--- src/design/irqpnd_pkg.sv ---
// package of register offsets, bit positions, levels and reset values for the pending block
package irqpnd_pkg;
    // register byte offsets on the apb bus
    localparam logic [11:0] PEND_OFFSET = 12'h000; // pending flags, read only plus w1c
    localparam logic [11:0] MASK_OFFSET = 12'h004; // mask register
    localparam logic [11:0] STAT_OFFSET = 12'h008; // status = pending and not masked
    localparam logic [11:0] CTRL_OFFSET = 12'h00C; // edge selects and pen polarity
    localparam logic [11:0] EMUS_OFFSET = 12'h010; // emulation status register
    localparam logic [11:0] KEYCLR_OFFSET = 12'h014; // port d keyboard-type clear register
    // pending register bit positions
    localparam int BIT_EMU = 23;
    localparam int BIT_SAM = 22;
    localparam int BIT_PEN = 20;
    localparam int BIT_REQ6 = 19;
    localparam int BIT_REQ3 = 18;
    localparam int BIT_REQ2 = 17;
    localparam int BIT_REQ1 = 16;
    localparam int BIT_KT0 = 8;
    localparam int BIT_PWM = 7;
    localparam int BIT_KEY = 6;
    localparam int BIT_RTC = 4;
    localparam int BIT_WDOG = 3;
    localparam int BIT_UART = 2;
    localparam int BIT_TIMER = 1;
    localparam int BIT_SERP = 0;
    // number of keyboard-type inputs and key inputs
    localparam int KT_COUNT = 4;
    localparam int KEY_COUNT = 8;
    // control register bit positions
    localparam int CTL_EDGE1 = 0;
    localparam int CTL_EDGE2 = 1;
    localparam int CTL_EDGE3 = 2;
    localparam int CTL_EDGE5 = 3;
    localparam int CTL_EDGE6 = 4;
    localparam int CTL_KTEDGE = 8;
    localparam int CTL_PEN_POLARITY_SELECT = 12;
    // emulation status bits
    localparam int EMU_BRK0 = 0;
    localparam int EMU_BRK1 = 1;
    localparam int EMU_EXT = 2;
    // priority levels
    localparam logic [2:0] LVL_NONE = 3'h0;
    localparam logic [2:0] LVL_1 = 3'h1;
    localparam logic [2:0] LVL_2 = 3'h2;
    localparam logic [2:0] LVL_3 = 3'h3;
    localparam logic [2:0] LVL_4 = 3'h4;
    localparam logic [2:0] LVL_5 = 3'h5;
    localparam logic [2:0] LVL_6 = 3'h6;
    localparam logic [2:0] LVL_7 = 3'h7;
    // reset values and masks
    localparam logic [31:0] MASK_RESET = 32'hFFFFFFFF;
    localparam logic [31:0] CTRL_RESET = 32'h00000000;
    localparam logic [31:0] ZERO32 = 32'h00000000;
    localparam logic [31:0] CTRL_WMASK = 32'h00001F1F;
    localparam logic [2:0] EMU_NONE = 3'h0;
    localparam logic [3:0] KT_NONE = 4'h0;
endpackage : irqpnd_pkg

--- src/design/irqpnd_top.sv ---
// interrupt pending-flag logic with apb register access and priority output
//
// Behaviour
// - emulator flag requests level seven
// - emulator flag ORs two breakpoints, external
// - external emulator request latches on falling edge
// - emulation status bit cleared by writing one
// - sampling timer count sets its flag
// - request pins map to own levels
// - level-sensitive pin flag follows pin
// - edge pin flag cleared by one, zero ignored
// - keyboard-type flags level four, portd clear
// - modulator rollover sets flag, level six
// - keyboard flag level four
// - rtc, watchdog, uart flags level four
// - timer event flag level six
// - serial flag level four, cleared at source
// - eight key inputs ORed together
// - key inputs share keyboard-type, request pins
// - key press wakes sleeping core
// - pen pin level five, active-going edge or level
// - pen polarity from control register bit
// - masked sources still set pending
// - pending register read-only except w1c
`timescale 1ns/1ps
module irqpnd_top
(
    input wire logic clock,
    input wire logic sys_rst,
    // apb slave
    input wire logic psel,
    input wire logic penable,
    input wire logic pwrite,
    input wire logic [11:0] paddr,
    input wire logic [31:0] pwdata,
    input wire logic [3:0] pstrb,
    output logic [31:0] prdata,
    output logic pready,
    output logic pslverr,
    // emulation unit breakpoints and external active-low request
    input wire logic emuBreak0,
    input wire logic emuBreak1,
    input wire logic externalEmulatorRequestN,
    // peripheral request levels
    input wire logic samplingTimerEvent,
    input wire logic pwmRollover,
    input wire logic rtcRequest,
    input wire logic watchdogRequest,
    input wire logic uartRequest,
    input wire logic timerEvent,
    input wire logic serialDone,
    // external request pins, active low except the pen pin, whose sense is selectable
    input wire logic externalRequestPin1N,
    input wire logic externalRequestPin2N,
    input wire logic externalRequestPin3N,
    input wire logic externalRequestPin6N,
    input wire logic penRequestPin,
    input wire logic [3:0] keyboardTypeInputN,
    // outputs to the core
    output logic [2:0] priorityLevel,
    output logic wakeCore,
    output logic [31:0] pendingFlags
);
    // registers
    // every flag and latch below is a
    // plain flip-flop; the block has no
    // counters, no buffers and no state
    // machine, only the mask and control words, sticky bits, edge
    // detectors, output registers and the bus answer
    logic [31:0] mask_q; // mask register
    logic [31:0] ctrl_q; // control register
    logic [2:0] emuStat_q; // emulation status bits
    logic emuReqPrev_q; // previous external emulator request level
    logic [4:0] pinPrev_q; // previous levels of the five request pins
    logic [4:0] pinEdge_q; // latched edge flags of the five request pins
    logic [3:0] ktPrev_q; // previous keyboard-type levels
    logic [3:0] ktEdge_q; // latched keyboard-type edge flags
    logic [31:0] pend_q; // registered pending view
    logic [31:0] pend_d; // next pending view
    logic [2:0] lvl_d; // next priority level
    logic [4:0] pinActive; // request pins active high
    logic [4:0] pinEdgeSel; // edge select of each request pin
    logic [3:0] ktActive; // keyboard-type inputs active high
    logic [7:0] keyInputs; // key inputs on shared pins
    logic wrEn; // apb write in access phase
    logic rdEn; // apb read in access phase
    logic [31:0] wdata; // write data masked to byte strobes

    // helper functions
    // the strobe expansion and the write
    // decode are shared by every write
    // path, so each register sees the
    // same byte gating and address match
    // byte-strobe expansion used for every register write
    function automatic logic [31:0] strobeMask(input logic [3:0] s);
        strobeMask = {{8{s[3]}}, {8{s[2]}}, {8{s[1]}}, {8{s[0]}}};
    endfunction : strobeMask

    // decode an offset as a hit for a write
    function automatic logic hitWrite(input logic [11:0] a, input logic [11:0] off,
                                      input logic en);
        hitWrite = en && (a == off);
    endfunction : hitWrite

    // bus qualifiers
    // writes commit at the edge that
    // closes the access phase, when
    // psel, penable and pwrite are high;
    // no wait states are ever inserted
    // bus qualifiers; slave answers in the first access cycle
    assign wrEn = psel && penable && pwrite;
    assign rdEn = psel && penable && !pwrite;
    assign wdata = pwdata & strobeMask(pstrb);

    // pin polarity
    // request pins arrive active low and
    // are turned active high here so the
    // edge detectors and the level view
    // share one sense; the pen pin alone
    // takes its sense from the control
    // register, low active out of reset
    // pins 1,2,3,5,6 as active-high requests; pen polarity selectable
    assign pinActive[0] = !externalRequestPin1N;
    assign pinActive[1] = !externalRequestPin2N;
    assign pinActive[2] = !externalRequestPin3N;
    assign pinActive[3] = penRequestPin ^ !ctrl_q[irqpnd_pkg::CTL_PEN_POLARITY_SELECT];
    assign pinActive[4] = !externalRequestPin6N;
    assign pinEdgeSel = {ctrl_q[irqpnd_pkg::CTL_EDGE6], ctrl_q[irqpnd_pkg::CTL_EDGE5],
                         ctrl_q[irqpnd_pkg::CTL_EDGE3], ctrl_q[irqpnd_pkg::CTL_EDGE2],
                         ctrl_q[irqpnd_pkg::CTL_EDGE1]};
    assign ktActive = ~keyboardTypeInputN;
    // key inputs share the keyboard-type and request pins 1,2,3,6
    assign keyInputs = {pinActive[4], pinActive[2], pinActive[1], pinActive[0], ktActive};

    // mask and control registers
    // the mask comes up all ones so that
    // no source raises the priority level before
    // software has set the block up;
    // control bits without a meaning are
    // dropped on write and read as zero
    always_ff @(posedge clock or posedge sys_rst)
    begin
        if (sys_rst)
        begin
            mask_q <= irqpnd_pkg::MASK_RESET;
            ctrl_q <= irqpnd_pkg::CTRL_RESET;
        end
        else
        begin
            // write mask register
            if (hitWrite(paddr, irqpnd_pkg::MASK_OFFSET, wrEn))
                mask_q <= (mask_q & ~strobeMask(pstrb)) | wdata;
            // write control register, only defined bits
            if (hitWrite(paddr, irqpnd_pkg::CTRL_OFFSET, wrEn))
                ctrl_q <= ((ctrl_q & ~strobeMask(pstrb)) | wdata) & irqpnd_pkg::CTRL_WMASK;
        end
    end

    // emulation status
    // each source keeps its own sticky
    // bit so software can tell them
    // apart before clearing; a request
    // that lands in the same cycle as
    // its clear survives, so none is lost
    // the previous level resets high, the
    // idle level, to avoid a false edge
    // emulation status: falling edge on external request, breakpoints; set wins over clear
    always_ff @(posedge clock or posedge sys_rst)
    begin
        if (sys_rst)
        begin
            emuStat_q <= irqpnd_pkg::EMU_NONE;
            emuReqPrev_q <= 1'b1;
        end
        else
        begin
            emuReqPrev_q <= externalEmulatorRequestN;
            for (int i = 0; i < 3; i++)
            begin
                // write one clears the chosen source bit
                if (hitWrite(paddr, irqpnd_pkg::EMUS_OFFSET, wrEn) && wdata[i])
                    emuStat_q[i] <= 1'b0;
            end
            if (emuBreak0)
                emuStat_q[irqpnd_pkg::EMU_BRK0] <= 1'b1;
            if (emuBreak1)
                emuStat_q[irqpnd_pkg::EMU_BRK1] <= 1'b1;
            if (emuReqPrev_q && !externalEmulatorRequestN)
                emuStat_q[irqpnd_pkg::EMU_EXT] <= 1'b1;
        end
    end

    // request pin edge latches
    // a latch only sets while its pin is
    // edge selected; in level mode the
    // pending bit follows the pin and the
    // latch is ignored, so a stale latch
    // left from edge mode must be cleared
    // by software before switching back
    // request pin edge latches, write-one-to-clear on the pending register
    generate
        for (genvar g = 0; g < 5; g++)
        begin : gPin
            localparam int PB = (g == 0) ? irqpnd_pkg::BIT_REQ1 :
                                (g == 1) ? irqpnd_pkg::BIT_REQ2 :
                                (g == 2) ? irqpnd_pkg::BIT_REQ3 :
                                (g == 3) ? irqpnd_pkg::BIT_PEN : irqpnd_pkg::BIT_REQ6;
            always_ff @(posedge clock or posedge sys_rst)
            begin
                if (sys_rst)
                begin
                    pinPrev_q[g] <= 1'b0;
                    pinEdge_q[g] <= 1'b0;
                end
                else
                begin
                    pinPrev_q[g] <= pinActive[g];
                    // zero writes leave the flag alone
                    if (hitWrite(paddr, irqpnd_pkg::PEND_OFFSET, wrEn) && wdata[PB])
                        pinEdge_q[g] <= 1'b0;
                    // new edge wins over a clear in the same cycle
                    if (pinEdgeSel[g] && pinActive[g] && !pinPrev_q[g])
                        pinEdge_q[g] <= 1'b1;
                end
            end
        end
    endgenerate

    // keyboard-type edge latches
    // these clear only through their own
    // clear register, never through the
    // pending register; a new edge in the
    // clear cycle wins over the clear
    // keyboard-type edge latches cleared through the port d clear register
    always_ff @(posedge clock or posedge sys_rst)
    begin
        if (sys_rst)
        begin
            ktPrev_q <= irqpnd_pkg::KT_NONE;
            ktEdge_q <= irqpnd_pkg::KT_NONE;
        end
        else
        begin
            ktPrev_q <= ktActive;
            for (int i = 0; i < irqpnd_pkg::KT_COUNT; i++)
            begin
                if (hitWrite(paddr, irqpnd_pkg::KEYCLR_OFFSET, wrEn) && wdata[i])
                    ktEdge_q[i] <= 1'b0;
                if (ctrl_q[irqpnd_pkg::CTL_KTEDGE + i] && ktActive[i] && !ktPrev_q[i])
                    ktEdge_q[i] <= 1'b1;
            end
        end
    end

    // pending view
    // the mask plays no part here: a
    // masked source still shows pending,
    // and only the status view and the
    // level encoder apply the mask
    // peripheral levels are passed through
    // as held by their sources, which
    // clear them at the source itself
    // assemble the pending view; sources set flags regardless of mask
    always_comb
    begin
        pend_d = irqpnd_pkg::ZERO32; // reserved bits read zero
        pend_d[irqpnd_pkg::BIT_EMU] = |emuStat_q;
        pend_d[irqpnd_pkg::BIT_SAM] = samplingTimerEvent;
        pend_d[irqpnd_pkg::BIT_REQ1] = pinEdgeSel[0] ? pinEdge_q[0] : pinActive[0];
        pend_d[irqpnd_pkg::BIT_REQ2] = pinEdgeSel[1] ? pinEdge_q[1] : pinActive[1];
        pend_d[irqpnd_pkg::BIT_REQ3] = pinEdgeSel[2] ? pinEdge_q[2] : pinActive[2];
        pend_d[irqpnd_pkg::BIT_PEN] = pinEdgeSel[3] ? pinEdge_q[3] : pinActive[3];
        pend_d[irqpnd_pkg::BIT_REQ6] = pinEdgeSel[4] ? pinEdge_q[4] : pinActive[4];
        for (int i = 0; i < irqpnd_pkg::KT_COUNT; i++)
        begin
            pend_d[irqpnd_pkg::BIT_KT0 + i] = ctrl_q[irqpnd_pkg::CTL_KTEDGE + i] ?
                                             ktEdge_q[i] : ktActive[i];
        end
        pend_d[irqpnd_pkg::BIT_PWM] = pwmRollover;
        pend_d[irqpnd_pkg::BIT_KEY] = |keyInputs;
        pend_d[irqpnd_pkg::BIT_RTC] = rtcRequest;
        pend_d[irqpnd_pkg::BIT_WDOG] = watchdogRequest;
        pend_d[irqpnd_pkg::BIT_UART] = uartRequest;
        pend_d[irqpnd_pkg::BIT_TIMER] = timerEvent;
        pend_d[irqpnd_pkg::BIT_SERP] = serialDone;
    end

    // level encoder
    // later tests override earlier ones,
    // so the list runs from the lowest
    // level to the highest and the last
    // matching source sets the result;
    // it reads the registered view so the
    // level lines up with the flags read
    // highest level among pending, unmasked flags from the registered view
    always_comb
    begin
        logic [31:0] act;
        act = pend_q & ~mask_q;
        lvl_d = irqpnd_pkg::LVL_NONE;
        if (act[irqpnd_pkg::BIT_REQ1])
            lvl_d = irqpnd_pkg::LVL_1;
        if (act[irqpnd_pkg::BIT_REQ2])
            lvl_d = irqpnd_pkg::LVL_2;
        if (act[irqpnd_pkg::BIT_REQ3])
            lvl_d = irqpnd_pkg::LVL_3;
        if (act[irqpnd_pkg::BIT_KEY] || act[irqpnd_pkg::BIT_RTC] ||
            act[irqpnd_pkg::BIT_WDOG] || act[irqpnd_pkg::BIT_UART] ||
            act[irqpnd_pkg::BIT_SERP] || (|act[irqpnd_pkg::BIT_KT0 +: 4]))
            lvl_d = irqpnd_pkg::LVL_4;
        if (act[irqpnd_pkg::BIT_PEN])
            lvl_d = irqpnd_pkg::LVL_5;
        if (act[irqpnd_pkg::BIT_REQ6] || act[irqpnd_pkg::BIT_PWM] ||
            act[irqpnd_pkg::BIT_TIMER] || act[irqpnd_pkg::BIT_SAM])
            lvl_d = irqpnd_pkg::LVL_6;
        if (act[irqpnd_pkg::BIT_EMU])
            lvl_d = irqpnd_pkg::LVL_7;
    end

    // output registers
    // all outputs leave from flip-flops;
    // the wake line is the plain or of
    // the key inputs and ignores the mask
    // so a sleeping core always wakes
    // registered outputs: pending view, level and wake
    always_ff @(posedge clock or posedge sys_rst)
    begin
        if (sys_rst)
        begin
            pend_q <= irqpnd_pkg::ZERO32;
            priorityLevel <= irqpnd_pkg::LVL_NONE;
            wakeCore <= 1'b0;
            pendingFlags <= irqpnd_pkg::ZERO32;
        end
        else
        begin
            pend_q <= pend_d;
            pendingFlags <= pend_d;
            priorityLevel <= lvl_d;
            wakeCore <= |keyInputs;
        end
    end

    // bus answer
    // read data is loaded in the setup
    // cycle and stands for the single
    // access cycle; an unmapped address
    // gets an error and zero data, and a
    // write to it changes nothing
    // apb read path and answer; one-cycle access phase, unmapped reads zero with error
    always_ff @(posedge clock or posedge sys_rst)
    begin
        if (sys_rst)
        begin
            prdata <= irqpnd_pkg::ZERO32;
            pready <= 1'b0;
            pslverr <= 1'b0;
        end
        else
        begin
            pready <= psel && !penable;
            pslverr <= 1'b0;
            prdata <= irqpnd_pkg::ZERO32;
            if (psel && !penable)
            begin
                case (paddr)
                    irqpnd_pkg::PEND_OFFSET: prdata <= pend_q;
                    irqpnd_pkg::MASK_OFFSET: prdata <= mask_q;
                    irqpnd_pkg::STAT_OFFSET: prdata <= pend_q & ~mask_q;
                    irqpnd_pkg::CTRL_OFFSET: prdata <= ctrl_q;
                    irqpnd_pkg::EMUS_OFFSET: prdata <= {29'h0, emuStat_q};
                    irqpnd_pkg::KEYCLR_OFFSET: prdata <= {28'h0, ktEdge_q};
                    default: pslverr <= 1'b1;
                endcase
            end
        end
    end
endmodule : irqpnd_top

--- config.mk ---
export PLATFORM = sky130hd
export DESIGN_NAME = irqpnd_top
export DESIGN_NICKNAME = d
export VERILOG_FILES = /design/src/design/irqpnd_pkg.sv /design/src/design/irqpnd_top.sv
export SDC_FILE = /design/constraint.sdc
export NUM_CORES = 1
export LEC_CHECK = 0
export BUFFER_PORTS_ARGS = -buffer_cell sky130_fd_sc_hd__buf_2
export CORE_UTILIZATION = 45
export CTS_BUF_LIST = sky130_fd_sc_hd__clkbuf_8
export CTS_CLUSTER_SIZE = 30
export DETAILED_ROUTE_END_ITERATION = 7
export PLACE_DENSITY = 0.67
export SYNTH_ARGS = -nofsm -noshare
export SYNTH_HDL_FRONTEND = slang
export SYNTH_SLANG_ARGS = --single-unit
--- constraint.sdc ---
create_clock -name clock -period 7.85 [get_ports clock]
set_input_delay 0.785 -clock clock [delete_from_list [all_inputs] [get_ports clock]]
set_output_delay 0.785 -clock clock [all_outputs]
set_load 0.01 [all_outputs]
==> results of run 1 <==
final cells by class:
cell class	count	share of cell area, %
Sequential cell	119	47.76
Multi-Input combinational cell	270	30.66
Timing Repair Buffer	130	10.41
Clock buffer	17	3.701
Clock inverter	15	3.226
Tap cell	140	2.771
Inverter	24	1.465
kinds of logic (layout without fill, tap and decap cells):
| logic type | after synthesis | after routing | share of synthesized area, % |
|---|---|---|---|
| other cells | 1 | 14 | 0.07231 |
| buf+inv | 57 | 186 | 5.356 |
| compound gates | 77 | 77 | 9.481 |
| flops | 119 | 119 | 58.21 |
| mux | 51 | 51 | 11.00 |
| xor+xnor | 1 | 1 | 0.1689 |
| simple gates | 127 | 127 | 15.71 |
metrics by stage:
stage / power, mW / std cells
floorplan: 0.6787 / 446
global placement: 0.7104 / 683
detailed placement: 0.7120 / 683
CTS: 1.320 / 715
global route: 1.356 / 715
finish: 1.308 / 715
layer usage:
| metal | routed length [um] | vias to the layer above | share of wire, % |
|---|---|---|---|
| met1 | 5418 | 1955 | 42 |
| met4 | 303 | 0 | 2.3 |
| met5 | 0 | - | 0 |
| met2 | 6454 | 181 | 50 |
| met3 | 780 | 28 | 6.0 |
| li1 | - | 1783 | - |
path summary, 6_finish.rpt:
| kind | from | endpoint | slack [ns] | depth (start not counted) |
|---|---|---|---|---|
| max | paddr[5] | prdata[11]$_DFF_PP0_ | 4.98 | 6 |
| min | sys_rst | prdata[28]$_DFF_PP0_ | 0.43 | 2 |
| max reg2reg | register | priorityLevel[2]$_DFF_PP0_ | 5.96 | 3 |
| min reg2reg | pinEdge_q[0]$_DFFE_PP0P_ | pend_q[16]$_DFF_PP0_ | 0.48 | 2 |
| max in group asynchronous | sys_rst | prdata[2]$_DFF_PP0_ | 6.15 | 3 |
| min in group clock | serialDone | pend_q[0]$_DFF_PP0_ | 0.44 | 1 |
power by group through the flow:
| stage | logic [mW] | registers, mW | clock network [mW] |
|---|---|---|---|
| detailed placement | 0.0734 | 0.639 | 0 |
| floorplan | 0.0400 | 0.639 | 0 |
| global placement | 0.0720 | 0.638 | 0 |
| global route | 0.0816 | 0.628 | 0.646 |
| finish | 0.0728 | 0.628 | 0.607 |
| CTS | 0.0737 | 0.628 | 0.619 |
synthesized netlist by cell type (all sizes together), types with 5 or more instances:
cell | number | share of area, %
a21oi | 20 | 1.9
a22o | 9 | 1.5
a22oi | 9 | 1.3
and3 | 13 | 1.6
buf | 18 | 2.5
clkbuf | 15 | 1.1
dfrtp | 86 | 41
dfstp | 33 | 17
inv | 24 | 1.7
mux2 | 48 | 10
nand2 | 17 | 1.2
nand2b | 6 | 0.72
nand3 | 8 | 1.1
nand4 | 11 | 1.3
nor2 | 30 | 2.2
nor2b | 5 | 0.60
nor4b | 20 | 3.8
o21ai | 22 | 2.1
or3 | 5 | 0.70
==> qor.csv, run 1 <==
stage,metric,value,unit
die,die area,11960,sq um
cts,CTS tree,yes,
worst_setup_path,worst-path maximum fanout,27,
global_route,met3 GRT Util,5.276,%
run,max_cap viols,0,
layout,final net count,634,
sta,max-slew violations,0,
pwr,Seq pwr share,48.0,%
die,chip width,109.4,um
worst_setup_path,Critical Path RT,8.19,ns
routing,via-per-instance ratio,5.520,
sta,max_slew headroom,24.49,%
routing,DRT Pass-1 Iters,6,
die,DIE HEIGHT,109.4,um
yosys,post-synthesis area per instance,11.98,sq um
cts,CTS Buffer Depth,2,
pwr,Pleak,2.987,nW
layout,antenna cells,0,
yosys,number of synthesized flops with an enable pin,0,
routing,vias,3947,
global_route,first-pass GRT wire length,20150,um
routing,drt total wl,12960,um
outcome,status,"finished, final reports clean",
placed_design,Final GP Congestion,0.8030,
sta,Final WS setup,4.984,ns
layout,"most common cell after layout, fill and taps aside",buf_2,
global_route,vias in the first global route,3789,
die,Ports,142,
sta,Fmax,0.3489,GHz
yosys,dominant synthesized flop cell,dfrtp_1,
cts,H-tree depth,4,
yosys,Async SR Flop Fraction,100.0,%
cts,worst-skew pair later-pin latency,0.44,ns
sta,RSZ-0062 raised after global routing,no,
placed_design,Detailed Place HPWL,9413,um
worst_setup_path,Critical Path AT,3.21,ns
global_route,remaining global-route overflow,0,
die,FP Rows,38,
global_route,largest net degree at the start of global routing,69,
die,Core Area,11030,sq um
yosys,Mapped Cells,433,
worst_setup_path,critical path endpoint category,register,
pwr,PwrDens,206.9,nW/um^2
cts,setup bufs post-CTS,0,
pwr,maximum vdd ir drop,0.1189,mV
layout,Layout Utilization,57.30,%
global_route,grt peak-use layer,met2,
worst_setup_path,Setup crit start kind,input pin,
sta,Hold Slack,0.4336,ns
worst_setup_path,Top delay family on crit path,simple AND/OR/NAND/NOR gates,
pwr,Clock power frac,46.4,%
worst_setup_path,worst path bufs/invs,2,
placed_design,PortBufs,127,
yosys,"FF+latch count, synth",119,
sta,min cycle time layout,2.866,ns
yosys,cell area after synthesis,5186,sq um
placed_design,pre-CTS setup slack,4.559,ns
layout,area of the multi-input gates,1938,sq um
layout,fin area,6321,sq um
cts,clock slew at reported path FFs,0.08,ns
cts,CTS Hold Bufs,0,
global_route,met2 usage,36.93,%
yosys,sequential share of the synthesized area,58.21,%
yosys,synth warn,0,
routing,DRC violations left,0,
cts,TritonCTS Sinks,119,
layout,Filler Cell Count,941,
global_route,Tot GR Track Use,23.21,%
pwr,Logic pwr share,5.6,%
global_route,grt met1 use,30.58,%
global_route,initial antenna violation count,0,
pwr,Sw Ratio,23.90,%
layout,layout cells sized above 1,44.70,%
yosys,synth unique cells,47,
worst_hold_path,HP Class,input pin to async pin,
pwr,Psw,0.3126,mW
layout,"Area growth, synth to finish",21.88,%
worst_setup_path,Worst path slowest cell,nor4b_4,
routing,Iter 0 DRT Violations,275,
sta,Tcrit/Tclk final,36.51,%
layout,"commonest non-fill, non-tap cells in the layout","buf_2, dfrtp_1, mux2_2",
worst_setup_path,crit-path max cell delay,0.85,ns
sta,setup TNS,0,ns
routing,DR WL/cell,18.12,um
routing,Final ANT Viol Nets,0,
sta,worst clock skew,0.01194,ns
cts,clk root buf,clkbuf_8,
die,Initial Util,47.02,%
placed_design,dpl cell area,5883,sq um
worst_setup_path,"Cell Chain, Critical Path","buf_2, or3_1, nor4b_4, buf_4, a22oi_1, a21oi_1",
cts,PostCTS Resize Cnt,0,
sta,Final setup viols,0,
sta,"Hold Vio Cnt, Final",0,
pwr,design internal power,0.9953,mW
worst_setup_path,Setup Crit Path Kind,input pin to register,
sta,worst slew pin tran,1.133,ns
cts,Num CTS Buffers,17,
layout,storage element area,3019,sq um
(Power assumes the default switching activity.)
==> inputs of run 2 (changes only) <==
--- a/config.mk
+++ b/config.mk
@@ -5,6 +5,7 @@
 export SDC_FILE = /design/constraint.sdc
 export NUM_CORES = 1
 export LEC_CHECK = 0
+export ABC_AREA = 1
 export BUFFER_PORTS_ARGS = -buffer_cell sky130_fd_sc_hd__buf_2
 export CORE_UTILIZATION = 45
 export CTS_BUF_LIST = sky130_fd_sc_hd__clkbuf_8
==> constraint.sdc (replaced) <==
create_clock -name clock -period 3 [get_ports clock]
set_input_delay 0.3 -clock clock [delete_from_list [all_inputs] [get_ports clock]]
set_output_delay 0.3 -clock clock [all_outputs]
set_load 0.01 [all_outputs]
==> run 2 against run 1 <==
Against the previous run:
- clock skew fell by 0.0043 ns
- clock power rose to 2.6 times the previous value
- sequential cell count did not move
- synthesized cell count rose by 42%
- register-to-register slack got worse by 4.4 ns
- wire length rose by 1.4%
- global-route usage fell by 0.43 points
- sequential power rose to 2.6 times the previous value
- highest routed layer unchanged
- cell area rose by 3.4%
- via count rose by 15%
- setup slack got worse by 3.8 ns
==> qor.csv, run 2 <==
stage,metric,value,unit
placed_design,Final GP Congestion,0.8435,
yosys,top-count cell post-synth,nand2_1,
yosys,cell area after synthesis,5315,sq um
yosys,Mapped Cells,613,
layout,final net count,825,
yosys,post-synth top area share,40.49,%
worst_setup_path,Critical Path AT,2.17,ns
sta,Fmax,0.5445,GHz
worst_setup_path,Setup Crit Path Kind,input pin to register,
sta,min cycle time layout,1.836,ns
cts,H-tree depth,4,
yosys,Async SR Flop Fraction,100.0,%
sta,worst clock skew,0.007619,ns
worst_hold_path,HP Class,input pin to async pin,
routing,via-per-instance ratio,4.996,
layout,"commonest non-fill, non-tap cells in the layout","nand2_1, buf_2, dfrtp_1",
yosys,Simple-Gate Fraction of Synth Area,25.87,%
yosys,number of synthesized flops with an enable pin,0,
cts,CTS tree,yes,
placed_design,Detailed Place HPWL,9718,um
die,Core Area,11470,sq um
sta,Final setup viols,0,
die,FP Rows,39,
layout,"Area growth, synth to finish",22.98,%
yosys,synth warn,0,
worst_setup_path,crit-path max cell delay,0.35,ns
yosys,dominant synthesized flop cell,dfrtp_1,
routing,DR WL/cell,14.45,um
worst_setup_path,Setup crit start kind,input pin,
yosys,post-synthesis compound-gate area fraction,8.169,%
placed_design,Placed Cells,869,
layout,fin area,6536,sq um
sta,worst slew pin tran,0.7826,ns
sta,RSZ-0062 raised after global routing,no,
layout,final std cells w/o fill,909,
cts,PostCTS Resize Cnt,0,
worst_setup_path,Worst path slowest cell,nor2_8,
sta,max_slew headroom,47.71,%
yosys,post-synth top area cell,dfrtp_1,
routing,Final ANT Viol Nets,0,
yosys,"FF+latch count, synth",119,
yosys,synth cell count leaders,"nand2_1, dfrtp_1, nand3_1, inv_1, nor2_1",
yosys,sequential share of the synthesized area,56.80,%
routing,DRT Pass-1 Iters,5,
pwr,PwrDens,521.9,nW/um^2
yosys,combinational family with the most area after synthesis,simple AND/OR/NAND/NOR gates,
die,Initial Util,46.35,%
yosys,synth unique cells,29,
yosys,post-synthesis area per instance,8.671,sq um
worst_setup_path,Top delay family on crit path,simple AND/OR/NAND/NOR gates,
global_route,vias in the first global route,4281,
worst_setup_path,Critical Path RT,3.33,ns
pwr,maximum vdd ir drop,0.2482,mV
cts,clock slew at reported path FFs,0.07,ns
pwr,Tot Pwr,3.411,mW
global_route,largest net degree at the start of global routing,63,
sta,Final WS setup,1.164,ns
layout,"most common cell after layout, fill and taps aside",nand2_1,
routing,WL met2,6290,um
die,DIE HEIGHT,110.7,um
cts,Num CTS Buffers,17,
sta,Tcrit/Tclk final,61.21,%
sta,max-slew violations,0,
yosys,post-synthesis xor/xnor area fraction,0.1648,%
worst_setup_path,"Cell Chain, Critical Path","buf_2, nor2_1, nand2_1, nor2_8, buf_4, nand2_2, nand3_2, nand2_2, a21oi_1",
routing,Metal-1 WL,5722,um
worst_setup_path,worst-path maximum fanout,27,
run,max_cap viols,0,
placed_design,dpl cell area,6017,sq um
layout,antenna cells,0,
yosys,post-synthesis mux area share,0,%
global_route,first-pass GRT wire length,21560,um
global_route,Tot GR Track Use,22.78,%
worst_setup_path,worst path bufs/invs,2,
cts,TritonCTS Sinks,119,
routing,vias,4541,
routing,Top Metal Used,met4,
yosys,Adder-Cell Fraction of Synth Area,0,%
placed_design,pre-CTS setup slack,0.7427,ns
pwr,Pleak,3.263,nW
routing,DRC violations left,0,
yosys,largest cells by area after synthesis,"dfrtp_1, dfstp_2, nand2_1",
routing,WL met3,922,um
die,chip width,110.7,um
die,Ports,142,
placed_design,PortBufs,127,
sta,setup TNS,0,ns
routing,Iter 0 DRT Violations,300,
cts,CTS Buffer Depth,2,
worst_setup_path,critical path endpoint category,register,
die,die area,12250,sq um
global_route,remaining global-route overflow,0,
sta,"Hold Vio Cnt, Final",0,
global_route,initial antenna violation count,0,
layout,layout cells sized above 1,29.37,%
cts,clk root buf,clkbuf_8,
routing,drt total wl,13140,um
outcome,status,"finished, final reports clean",
worst_setup_path,CP dominant cell by count,nand2_2,
cts,worst-skew pair later-pin latency,0.43,ns
run 2: changes by cell type after synthesis, sizes merged, moves of 6 or more:
cell    delta
nand2    +154
nand3     +67
mux2      -48
inv       +45
o21ai     +44
nor2      +26
nor4b     -20
and3      -13
clkbuf    -11
nand4     -11
buf       +10
a22o       -9
a22oi      -9
nand2b     -6
run 2: repair_timing:
item	in CTS	in global routing
buffers inserted	0	0
hold buffers	8	0
hold endpoints to repair	8	0
setup endpoints to repair	0	0
run 2: final timing paths:
path                            slack, ns                    endpoint                  start  cells after the start
worst min register to register       0.43     ktEdge_q[2]$_DFFE_PP0P_  ktPrev_q[2]$_DFF_PP0_                      1
worst min-delay path                0.004         pend_q[0]$_DFF_PP0_                sys_rst                      2
worst max register to register       1.52  priorityLevel[0]$_DFF_PP0_               register                     10
max in group asynchronous            2.18                   async pin                sys_rst                      3
worst max-delay path                 1.16        prdata[12]$_DFF_PP0_               paddr[7]                      9
min in group clock                   0.05       ktPrev_q[1]$_DFF_PP0_  keyboardTypeInputN[1]                      2
run 2: through the flow:
| step | util (%) | hold slack (ns) |
|---|---|---|
| after global placement | 52.47 | 0.4102 |
| after detailed placement | 52.47 | 0.4094 |
| after global routing | 57.00 | 0.03214 |
| final | 57.00 | 0.004229 |
| after floorplan | - | 0.3045 |
| after CTS | 57.00 | 0.008259 |
run 2: report_power, final:
group,internal (mW),switching [mW],total [mW]
Combinational,0.0666,0.122,0.189
Clock,0.909,0.672,1.58
Sequential,1.63,0.0143,1.64
Total,2.60,0.808,3.41
run 2: layer usage:
metal | vias up | global-route usage, %
li1 | 2203 | -
met3 | 14 | 5.413
met4 | 0 | 9.333
met5 | - | 0
met1 | 2122 | 30.26
met2 | 202 | 35.98
run 2: logic make-up after synthesis:
group / after synthesis
DFF: 119
AOI/OAI and AO/OA: 83
and+or+nand+nor: 308
buffers and inverters: 101
xor gates and xnor gates: 1
other: 1
run 2: layout make-up:
class                           count  area (sq um)
Clock buffer                       17         234.0
Clock inverter                     15         205.2
Fill cell                        1102          4931
Inverter                           69         262.8
Multi-Input combinational cell    406          1871
Sequential cell                   119          3019
Tap cell                          143         178.9
Timing Repair Buffer              140         765.7
run 2: worst reg2reg max path, stage by stage, from the launching register on:
cell,delay (ns)
dfstp_2,0.55
inv_1,0.05
nand2_1,0.07
o21ai_0,0.10
nor2_1,0.15
nand2_1,0.08
nor2_1,0.20
nand2_1,0.08
nand2_1,0.06
nand2_1,0.05
nand2_1,0.05
==> inputs of run 3 (changes only) <==
--- a/config.mk
+++ b/config.mk
@@ -5,7 +5,7 @@
 export SDC_FILE = /design/constraint.sdc
 export NUM_CORES = 1
 export LEC_CHECK = 0
-export ABC_AREA = 1
+export ABC_AREA = 0
 export BUFFER_PORTS_ARGS = -buffer_cell sky130_fd_sc_hd__buf_2
 export CORE_UTILIZATION = 45
 export CTS_BUF_LIST = sky130_fd_sc_hd__clkbuf_8
==> constraint.sdc (replaced) <==
create_clock -name clock -period 1.83 [get_ports clock]
set_input_delay 0.183 -clock clock [delete_from_list [all_inputs] [get_ports clock]]
set_output_delay 0.183 -clock clock [all_outputs]
set_load 0.01 [all_outputs]
==> run 3 against run 2 <==
Against the previous run:
- via count fell by 7.9%
- final cell count down 12%
- non-clock buffer count is 71 higher
- die area decreased by 2.4%
- total power is 73% higher
- critical endpoint is now priorityLevel[2]$_DFF_PP0_
- largest power group is now clock
==> qor.csv, run 3 (synthesized netlist as in run 1, its figures left out) <==
stage,metric,value,unit
outcome,status,"finished, final reports clean",
placed_design,pre-CTS setup slack,-0.2526,ns
pwr,PwrDens,830.9,nW/um^2
cts,setup bufs post-CTS,0,
layout,final net count,715,
sta,Final WS setup,0.06738,ns
cts,CTS Buffer Depth,2,
cts,worst-skew pair later-pin latency,0.43,ns
die,FP Rows,38,
global_route,initial antenna violation count,0,
routing,DRC violations left,0,
layout,"commonest non-fill, non-tap cells in the layout","buf_2, dfrtp_1, mux2_2",
placed_design,PortBufs,127,
worst_setup_path,Setup crit start kind,register,
cts,H-tree depth,4,
die,Initial Util,47.02,%
routing,Iter 0 DRT Violations,149,
die,Ports,142,
worst_hold_path,HP Class,input pin to register,
routing,via-per-instance ratio,5.255,
sta,Final setup viols,0,
global_route,first-pass GRT wire length,21390,um
worst_setup_path,Setup Crit Path Kind,register to register,
pwr,Tot Pwr,5.910,mW
global_route,remaining global-route overflow,0,
routing,DR WL/cell,17.22,um
worst_setup_path,worst-path maximum fanout,4,
sta,Tcrit/Tclk final,96.32,%
worst_setup_path,Critical Path RT,2.14,ns
layout,Filler Cell Count,876,
sta,Fmax,0.5673,GHz
routing,drt total wl,13700,um
placed_design,Detailed Place HPWL,9738,um
layout,layout cells sized above 1,44.82,%
sta,"Hold Vio Cnt, Final",0,
cts,clk root buf,clkbuf_8,
sta,worst clock skew,0.008860,ns
worst_setup_path,critical path endpoint category,register,
layout,Layout Utilization,64.47,%
cts,TritonCTS Sinks,119,
pwr,maximum vdd ir drop,0.5896,mV
layout,antenna cells,0,
die,die area,11960,sq um
global_route,Tot GR Track Use,24.45,%
layout,"Area growth, synth to finish",37.13,%
worst_setup_path,Critical Path AT,2.07,ns
die,chip width,109.4,um
global_route,vias in the first global route,4319,
sta,worst slew pin tran,0.6484,ns
cts,CTS tree,yes,
sta,setup TNS,0,ns
sta,RSZ-0062 raised after global routing,no,
cts,clock slew at reported path FFs,0.07,ns
run,max_cap viols,0,
sta,max-slew violations,0,
placed_design,Final GP Congestion,0.8085,
cts,Num CTS Buffers,17,
pwr,Pleak,3.388,nW
layout,"most common cell after layout, fill and taps aside",buf_2,
global_route,largest net degree at the start of global routing,120,
die,Core Area,11030,sq um
routing,Final ANT Viol Nets,0,
sta,min cycle time layout,1.763,ns
routing,vias,4183,
die,DIE HEIGHT,109.4,um
sta,max_slew headroom,56.77,%
routing,DRT Pass-1 Iters,5,
-- run 3: cell type report --
type                       instances  area, sq um  share of cell area, %
clock buffer                      20        275.3                  3.871
timing repair buffer             211         1401                  19.70
inverter                          24        93.84                  1.319
clock inverter                    12        198.9                  2.797
multi-input combinational        270         1948                  27.39
tap                              140        175.2                  2.463
sequential                       119         3019                  42.45
-- run 3: metrics by stage --
stage	hold slack, ns	area, sq um	cells
2_1_floorplan	0.1875	5248	446
3_3_place_gp	0.2915	6193	720
3_5_place_dp	0.2923	6193	720
4_1_cts	0.002257	7108	796
5_1_grt	0.006976	7112	796
6_report	0.02422	7112	796
-- run 3: path summary, 6_finish.rpt --
check,startpoint,endpoint,slack (ns),cells past startpoint
min in group asynchronous,sys_rst,pend_q[18]$_DFF_PP0_,0.42,4
max,register,priorityLevel[2]$_DFF_PP0_,0.07,3
min reg2reg,pinEdge_q[2]$_DFFE_PP0P_,pend_q[18]$_DFF_PP0_,0.50,2
max reg2reg,register,priorityLevel[2]$_DFF_PP0_,0.07,3
max in group asynchronous,sys_rst,emuStat_q[2]$_DFFE_PP0P_,0.88,4
min,pwdata[18],register,0.02,2
-- run 3: metal layers --
metal	vias to the layer above	GRT usage, %	routed length (um)
li1	1947	-	-
met1	2061	30.63	5882
met2	149	40.21	6865
met3	26	5.039	687
met4	0	12.38	268
met5	-	0	0
-- run 3: worst max-delay path, cell delays in order, from the launching register on --
cell,delay (ns)
dfstp_2,0.57
o22ai_1,0.09
or4_4,0.57
or4_1,0.40
-- run 3: power breakdown --
group | switching (mW) | total, mW | internal (mW)
sequential | 0.0232 | 2.69 | 2.67
combinational | 0.228 | 0.423 | 0.195
clock | 1.07 | 2.80 | 1.73
total | 1.32 | 5.91 | 4.59
-- run 3: what timing repair did --
action                     in CTS  in global routing
hold buffers                   44                  0
resized for setup               0                  1
setup endpoints to repair       0                  3
hold endpoints to repair      138                  0
